<file path="config.mk">
export PLATFORM = sky130hd
export DESIGN_NAME = muxed_parallel_mem_port
export DESIGN_NICKNAME = d
export VERILOG_FILES = /design/src/design/mux_port_pkg.sv /design/src/design/muxed_parallel_mem_port.sv /design/src/design/mux_port_cycle_timer.sv
export VERILOG_INCLUDE_DIRS = /design/src /design/src/design
export SDC_FILE = /design/constraint.sdc
export NUM_CORES = 1
export LEC_CHECK = 0
export BUFFER_PORTS_ARGS = -buffer_cell sky130_fd_sc_hd__buf_2
export CORE_MARGIN = 5
export CORE_UTILIZATION = 23
export CTS_CLUSTER_DIAMETER = 120
export DETAILED_ROUTE_END_ITERATION = 8
export PLACE_DENSITY = 0.44
export SYNTH_ARGS = -nofsm -noshare
export SYNTH_HDL_FRONTEND = slang
export SYNTH_SLANG_ARGS = --single-unit
</file>
<file path="constraint.sdc">
create_clock -name i_clk_sys -period 6.25 [get_ports i_clk_sys]
set_input_delay 1.875 -clock i_clk_sys [delete_from_list [all_inputs] [get_ports i_clk_sys]]
set_output_delay 1.875 -clock i_clk_sys [all_outputs]
set_load 0.01 [all_outputs]
</file>
<file path="src/design/mux_port_consts.svh">
// Constants for the multiplexed parallel memory port
`ifndef MUX_PORT_CONSTS_SVH
`define MUX_PORT_CONSTS_SVH
`define MP_ADDR_W        24
`define MP_DATA_W        16
`define MP_UPPER_LSB     8
`define MP_CLK_PERIOD_NS 25
`define MP_ALE_NS        25
`define MP_ALE_CYC       (((`MP_ALE_NS) + (`MP_CLK_PERIOD_NS) - 1) / (`MP_CLK_PERIOD_NS))
`define MP_DATA_CYC_MIN  3
`define MP_DATA_CYC_MAX  32
`define MP_DATA_CYC_DEF  3
`endif

</file>
<file path="src/design/mux_port_pkg.sv">
// Types for the multiplexed parallel memory port
package mux_port_pkg;
	typedef enum logic [2:0] {
		ST_IDLE = 3'h0,
		ST_ADDR = 3'h1,
		ST_HOLD = 3'h3,
		ST_DATA = 3'h2,
		ST_DONE = 3'h6
	} port_state_e;
endpackage : mux_port_pkg

</file>
<file path="src/design/muxed_parallel_mem_port.sv">
// Multiplexed address/data parallel port toward an external latch and async memory
// What this block does
// [RL1] Address and data share sixteen lines, core and DMA
// [RL2] Latch strobe marks address versus data phase
// [RL3] External data width selectable: 8 or 16
// [RL4] 8-bit mode: strobe when upper address changes
// [RL5] 8-bit mode: external latch holds upper address bits
// [RL6] Strobe asserted for each new address driven
// [RL7] Strobe active high after reset; polarity selectable
// [RL8] Read strobe low during external reads
// [RL9] Write strobe low during external writes
// [RL10] Flag mode keeps all three strobes inactive
// [RL11] Read/write strobes floating in reset, then high
// [RL12] Shared lines float through and after reset
// [RL13] Address phase precedes data; read/write strobes only in data
`timescale 1ns/1ps
`include "mux_port_consts.svh"
module muxed_parallel_mem_port #(
	parameter int DATA_CYC = `MP_DATA_CYC_DEF
) (
	// Clock and reset
	input  wire logic        i_clk_sys,
	input  wire logic        i_rst_n,
	// Configuration
	input  wire logic        i_mode_16,
	input  wire logic        i_ale_act_low,
	input  wire logic        i_flag_mode,
	// Request from core or DMA
	input  wire logic        i_core_req,
	input  wire logic        i_dma_req,
	input  wire logic        i_req_write,
	input  wire logic [23:0] i_req_addr,
	input  wire logic [15:0] i_req_wdata,
	output logic             o_core_ack,
	output logic             o_dma_ack,
	output logic [15:0]      o_rdata,
	// Shared lines
	input  wire logic [15:0] i_mux_bus_lines,
	output logic [15:0]      o_mux_bus_lines,
	output logic             o_mux_bus_lines_oe,
	// Strobes
	output logic             o_ale,
	output logic             o_rd_n,
	output logic             o_rd_n_oe,
	output logic             o_wr_n,
	output logic             o_wr_n_oe
);
	// Refuse a data phase length outside MP_DATA_CYC_MIN to MP_DATA_CYC_MAX, 3 to 32
	if (DATA_CYC < `MP_DATA_CYC_MIN || DATA_CYC > `MP_DATA_CYC_MAX)
	begin : g_bad_data_cyc
		$error("DATA_CYC out of range");
	end

	// Timer loads; a phase lasts one cycle longer than its load value,
	// so the latch strobe loads one less to stand exactly its own cycle count
	localparam logic [5:0] DCYC  = 6'(DATA_CYC);
	localparam logic [5:0] ALOAD = 6'(`MP_ALE_CYC - 1);

	// Upper sixteen address bits, the part an external latch holds in 8-bit mode
	function automatic logic [15:0] upper_of(input logic [23:0] addr);
		return addr[23:8];
	endfunction : upper_of

	// Active-low strobe level, held inactive while the lines serve as flags
	function automatic logic strobe_level_n(input logic active, input logic flag_mode);
		return !(active && !flag_mode);
	endfunction : strobe_level_n

	mux_port_pkg::port_state_e st_q, st_d;
	logic [15:0] upper_q;       // Upper address last latched externally
	logic        upper_vld_q;
	logic        ale_q, rd_q, wr_q, oe_q, strobe_oe_q;
	logic [15:0] out_q, rdata_q;
	logic        wr_op_q, dma_q, ack_q;
	logic [23:0] addr_q;
	logic [15:0] wdata_q;

	// Arbitration: DMA ahead of core
	wire       req_any   = (i_core_req || i_dma_req) && !i_flag_mode; // [RL10]
	wire       pick_dma  = i_dma_req;
	// First 8-bit access after reset or after a 16-bit access always latches
	wire       upper_chg = !upper_vld_q || (upper_of(i_req_addr) != upper_q);
	// 8-bit mode: skip address phase when upper bits unchanged and low byte only
	wire       need_ale  = i_mode_16 || upper_chg; // [RL4] [RL6]
	wire       t_load;
	wire [5:0] t_cnt;
	wire       t_exp;

	assign t_load = (st_q == mux_port_pkg::ST_IDLE && req_any) || (st_q == mux_port_pkg::ST_HOLD);
	assign t_cnt  = (st_q == mux_port_pkg::ST_IDLE) ? ALOAD : DCYC;

	mux_port_cycle_timer #(.CW(6)) u_timer (
		.i_clk_sys (i_clk_sys),
		.i_rst_n   (i_rst_n),
		.i_load    (t_load),
		.i_count   (t_cnt),
		.o_expired (t_exp)
	);

	// Next state
	always_comb
	begin
		st_d = st_q;
		case (st_q)
			mux_port_pkg::ST_IDLE: if (req_any) st_d = need_ale ? mux_port_pkg::ST_ADDR : mux_port_pkg::ST_HOLD;
			mux_port_pkg::ST_ADDR: if (t_exp) st_d = mux_port_pkg::ST_HOLD; // [RL13]
			mux_port_pkg::ST_HOLD: st_d = mux_port_pkg::ST_DATA;
			mux_port_pkg::ST_DATA: if (t_exp) st_d = mux_port_pkg::ST_DONE;
			// One idle turn lets the requester drop its request after the acknowledge
			mux_port_pkg::ST_DONE: st_d = mux_port_pkg::ST_IDLE;
			default:               st_d = mux_port_pkg::ST_IDLE;
		endcase
	end

	// Phase register
	always_ff @(posedge i_clk_sys or negedge i_rst_n)
	begin
		if (!i_rst_n)
			st_q <= mux_port_pkg::ST_IDLE;
		else
			st_q <= st_d;
	end

	// Capture request
	always_ff @(posedge i_clk_sys or negedge i_rst_n)
	begin
		if (!i_rst_n)
		begin
			addr_q  <= '0;
			wdata_q <= '0;
			wr_op_q <= 1'b0;
			dma_q   <= 1'b0;
		end
		else if (st_q == mux_port_pkg::ST_IDLE && req_any)
		begin
			addr_q  <= i_req_addr;
			wdata_q <= i_req_wdata;
			wr_op_q <= i_req_write;
			dma_q   <= pick_dma;
		end
	end

	// Upper address tracker for 8-bit mode
	always_ff @(posedge i_clk_sys or negedge i_rst_n)
	begin
		if (!i_rst_n)
		begin
			upper_q     <= '0;
			upper_vld_q <= 1'b0;
		end
		else if (st_q == mux_port_pkg::ST_IDLE && req_any && need_ale)
		begin
			upper_q     <= upper_of(i_req_addr); // [RL5]
			upper_vld_q <= !i_mode_16;
		end
	end

	// Request fields as the next pin update sees them: live while idle, captured after
	wire        wr_op_nx = (st_q == mux_port_pkg::ST_IDLE) ? i_req_write : wr_op_q;
	wire [23:0] a_nx     = (st_q == mux_port_pkg::ST_IDLE) ? i_req_addr : addr_q;
	wire [15:0] w_nx     = (st_q == mux_port_pkg::ST_IDLE) ? i_req_wdata : wdata_q;
	// Shared line contents: address phase then data phase
	wire        in_addr  = (st_d == mux_port_pkg::ST_ADDR);
	wire        in_data  = (st_d == mux_port_pkg::ST_DATA);
	wire        drive    = in_addr || ((st_d == mux_port_pkg::ST_HOLD || in_data) && wr_op_nx);
	// 16-bit mode: address A15-0; 8-bit mode: A23-8 on the lines, A7-0 with data
	wire [15:0] addr_out = i_mode_16 ? a_nx[15:0] : upper_of(a_nx);        // [RL3]
	wire [15:0] data_out = i_mode_16 ? w_nx : {a_nx[7:0], w_nx[7:0]};     // [RL3]

	// Pin registers
	always_ff @(posedge i_clk_sys or negedge i_rst_n)
	begin
		if (!i_rst_n)
		begin
			out_q       <= '0;
			oe_q        <= 1'b0;          // [RL12]
			ale_q       <= 1'b0;
			rd_q        <= 1'b0;
			wr_q        <= 1'b0;
			strobe_oe_q <= 1'b0;          // [RL11]
		end
		else
		begin
			out_q       <= in_addr ? addr_out : data_out; // [RL1]
			oe_q        <= drive && !i_flag_mode;          // [RL1] [RL12]
			ale_q       <= in_addr;                        // [RL2] [RL6]
			rd_q        <= in_data && !wr_op_nx;           // [RL8] [RL13]
			wr_q        <= in_data && wr_op_nx;            // [RL9] [RL13]
			strobe_oe_q <= 1'b1;                           // [RL11]
		end
	end

	// Read data capture at end of the data phase
	always_ff @(posedge i_clk_sys or negedge i_rst_n)
	begin
		if (!i_rst_n)
			rdata_q <= '0;
		else if (st_q == mux_port_pkg::ST_DATA && t_exp && !wr_op_q)
			rdata_q <= i_mode_16 ? i_mux_bus_lines : {8'h00, i_mux_bus_lines[7:0]};
	end

	// Acknowledge pulse, one cycle, raised as the data strobe ends
	always_ff @(posedge i_clk_sys or negedge i_rst_n)
	begin
		if (!i_rst_n)
			ack_q <= 1'b0;
		else
			ack_q <= (st_q == mux_port_pkg::ST_DATA) && t_exp;
	end

	// Outputs; polarity and flag-mode gating on the strobes
	assign o_mux_bus_lines    = out_q;
	assign o_mux_bus_lines_oe = oe_q;
	assign o_ale              = (ale_q && !i_flag_mode) ^ i_ale_act_low; // [RL7] [RL10]
	assign o_rd_n             = strobe_level_n(rd_q, i_flag_mode);       // [RL10]
	assign o_wr_n             = strobe_level_n(wr_q, i_flag_mode);       // [RL10]
	assign o_rd_n_oe          = strobe_oe_q;
	assign o_wr_n_oe          = strobe_oe_q;
	assign o_rdata            = rdata_q;
	assign o_core_ack         = ack_q && !dma_q;
	assign o_dma_ack          = ack_q && dma_q;
endmodule : muxed_parallel_mem_port

</file>
<file path="src/design/mux_port_cycle_timer.sv">
// Down counter that times the address and data phases of an external access
`timescale 1ns/1ps
module mux_port_cycle_timer #(
	parameter int CW = 6
) (
	// Clock and reset
	input  wire logic          i_clk_sys,
	input  wire logic          i_rst_n,
	// Control
	input  wire logic          i_load,
	input  wire logic [CW-1:0] i_count,
	// Status
	output logic               o_expired
);
	logic [CW-1:0] cnt_q;

	// Load, then count down to zero
	always_ff @(posedge i_clk_sys or negedge i_rst_n)
	begin
		if (!i_rst_n)
			cnt_q <= '0;
		else if (i_load)
			cnt_q <= i_count;
		else if (cnt_q != '0)
			cnt_q <= cnt_q - CW'(1);
	end

	assign o_expired = (cnt_q == '0) && !i_load;
endmodule : mux_port_cycle_timer

</file>
==> summary.md <==
| Metric | Value |
|---|---|
| Ys Warns | `0` |
| Post-CTS resize count | `0` |
| TritonRoute pass-1 iters | `4` |
| Largest net degree at the start of global routing | `67` |
| Synth area leader | `dfrtp_1` |
| Post-Synth XOR/XNOR Area | `2.90%` |
| Post-synthesis sequential area ratio | `51.7%` |
| Post-synthesis compound-gate area fraction | `3.92%` |
| Routed WL per cell | `16.1 um` |
| Total grt overflow | `0` |
| Placed Area | `0.00591 mm^2` |
| FMAX | `230 MHz` |
| Peak VDD IR | `0.207 mV` |
| Share of cells above drive strength 1 | `34.5%` |
| Syn_nets | `524` |
| RSZ-0062 raised after global routing | `false` |
| Antenna fix cells | `0` |
| Post-synthesis mux area share | `20.5%` |
| Die height | `159 um` |
| Setup Buffers After CTS | `0` |
| Worst-path clk slew | `70 ps` |
| Clock power frac | `18.4%` |
| Startpoint Class | `input port` |
| Synth Cell Area | `0.00513 mm^2` |
| DRC | `0` |
| First-pass GRT wire length | `21.9 mm` |
| Routability cong. | `0.752` |
| Vias per inst | `4.32` |
| Max Slew Vio Count | `0` |
| # fillers | `2,306` |
| Final Util | `28.3%` |
| Placed cells | `824` |
| Fin area | `0.00620 mm^2` |
| Ports | `104` |
| Starting density of the core | `23.4%` |
| Avg Cell Area, Syn | `11.2 um^2` |
| Multi-input logic area | `0.00230 mm^2` |
| Initial antenna violation count | `1` |
| Root buffer cell | `clkbuf_16` |
| Synth Area in Simple Gates | `16.9%` |
| Sw frac | `35.3%` |
| Hold-fix buffers at CTS | `0` |
| Final WL | `13.5 mm` |
| Area added between synthesis and finish | `20.8%` |
| Fraction of the mapped netlist area in adder cells | `0.488%` |
| CTS max path bufs | `2` |
| Post-Syn Instances | `458` |
| Max cap viols | `0` |
| Sw Pwr | `1.09 mW` |
| Power Density | `498 mW/mm^2` |
| Die area | `0.0254 mm^2` |
| Hold Path Class | `reg -> reg` |
| Floorplan Core Area | `0.0219 mm^2` |
| Seq cells post-synth | `106` |
| Internal power | `2.00 mW` |
| Comb power frac | `42.3%` |
| Detailed Route Iter0 Violations | `249` |
| H-tree levels | `3` |
| Sequential share of power | `39.2%` |
| Clk_skew | `7.81 ps` |
| PortBufs | `103` |
| CTS Buf Count | `9` |
| Clock latency on the worst-skew pair | `350 ps` |
| Crit path arrival time | `2460 ps` |
| Netlist cell types | `42` |
| CTS tree | `yes` |
| Area fraction of the dominant cell type after synthesis | `51.7%` |
| DR vias | `3,625` |
| Layout Nets | `621` |
| Vias in the first global route | `3,909` |
| Non-Filler Instances | `839` |
| Sequential Area | `0.00265 mm^2` |
| CTS sink count | `106` |
| Actual slew at the worst max-slew pin | `897 ps` |
| Rel. slew slack | `40.2%` |
| Synth top area cells | `dfrtp_1 52%, nand2_1 12%, mux4_2 11%, mux2_4 5.0%, mux2_2 4.4%` |
| Hold Fails Final Rpt | `0` |
| Largest family of logic cells by synthesized area | `multiplexers` |
| Setup CP Type | `in -> out` |
| Min Tclk post-route | `4340 ps` |
| Setup_tns | `0 ps` |
| Critical Path RT | `4380 ps` |
| Die W | `159 um` |
| Endpoints failing setup | `0` |
| Final ANT Viol Nets | `0` |
| All-layer global routing usage | `10.8%` |
| Final Cycle Share | `69.4%` |
| Dpl hpwl | `9.67 mm` |
| Worst Setup End Kind | `output port` |
| Worst Path Max Fanout | `4` |
| Row count | `54` |
| Status | `finished, final reports clean` |
| Leak | `3.01 nW` |
## sequential cells by signal (all words and copies together) (netlist names), 3 cells and up
register / flops
st_q: 3
u_timer.cnt_q: 6
o_mux_bus_lines: 16
addr_q: 24
wdata_q: 16
o_rdata: 16
upper_q: 16
## synthesized netlist by cell type (all sizes together)
master	number
mux4	24
o2111ai	1
nand3	12
o31ai	1
or2	1
nand2	163
o21bai	1
nor3	4
a21o	1
dfrtp	106
or3	1
nor2	10
ha	2
a21oi	2
nand2b	2
nand4	2
mux2i	3
nor4	2
clkbuf	12
inv	16
conb	1
xor2	2
a31oi	1
nor2b	6
a41oi	1
and2	1
a211oi	1
mux2	37
a2111oi	1
a31o	1
xnor2	15
buf	10
a22o	1
o21ai	14
## final cells by class
type,instances,share of cell area (%)
inverter,16,0.969
timing repair buffer,108,8.96
clock inverter,3,0.646
clock buffer,12,3.97
multi-input combinational,314,37.0
tap,280,5.65
sequential,106,42.8
## power by group through the flow
stage          Sequential, mW  Clock (mW)  Combinational (mW)
5_1_grt                  1.25       0.622                1.46
2_1_floorplan            1.22           0               0.953
6_report                 1.21       0.569                1.31
3_5_place_dp             1.22           0                1.34
4_1_cts                  1.21       0.596                1.35
3_3_place_gp             1.21           0                1.31
## layer usage
metal,track usage (%),share of wire (%),up-vias
met2,18.2,51,89
met1,13.6,43,1806
met3,3.29,4.9,11
li1,-,-,1717
met4,2.44,0.91,2
met5,0,0.096,-
## placed cells by master (no fill, tap or decap), drive strengths merged, types with 2 or more instances in the layout
cell type / instances
clkbuf: 12
mux4: 24
nand3: 12
inv: 16
nand4: 2
nor4: 2
mux2: 37
o21ai: 14
clkinv: 2
dfrtp: 106
nand2b: 2
nor2: 10
buf: 108
xor2: 2
a21oi: 2
nand2: 163
ha: 2
nor3: 4
nor2b: 6
xnor2: 15
mux2i: 3
## cells by family after synthesis
| kind of cell | Yosys count |
|---|---|
| multiplexers | 64 |
| AND/OR/NAND/NOR | 204 |
| AO/OA/AOI/OAI | 26 |
| buffers and inverters | 38 |
| XOR/XNOR | 17 |
| other | 1 |
| adder cells (fa/ha/maj) | 2 |
| flip-flops | 106 |
## metrics by stage
step | hold WS [ps] | power [mW] | setup slack, ps
after CTS | 480 | 3.16 | 1870
after detailed placement | 463 | 2.56 | 1880
final | 476 | 3.09 | 1910
after global placement | 454 | 2.53 | 1850
after global routing | 499 | 3.33 | 1830
after floorplan | 440 | 2.18 | 2130
## final timing paths
path | startpoint | endpoint | slack [ps] | cells past startpoint
max | i_flag_mode | o_ale | 1910 | 5
min | wdata_q[5] | wdata_q[5] | 480 | 2
max reg2reg | u_timer.cnt_q[0] | o_mux_bus_lines[15] | 3790 | 7
min reg2reg | wdata_q[5] | wdata_q[5] | 480 | 2
max in group asynchronous | i_rst_n | o_rdata[15] | 3500 | 2
min in group asynchronous | i_rst_n | wdata_q[6] | 1630 | 1
## critical path: stages
cell     delay [ps]
buf_2           110
inv_1           120
nand2_1          80
xnor2_1         130
buf_2           150
Note: power is estimated with default switching activity, not from simulation.
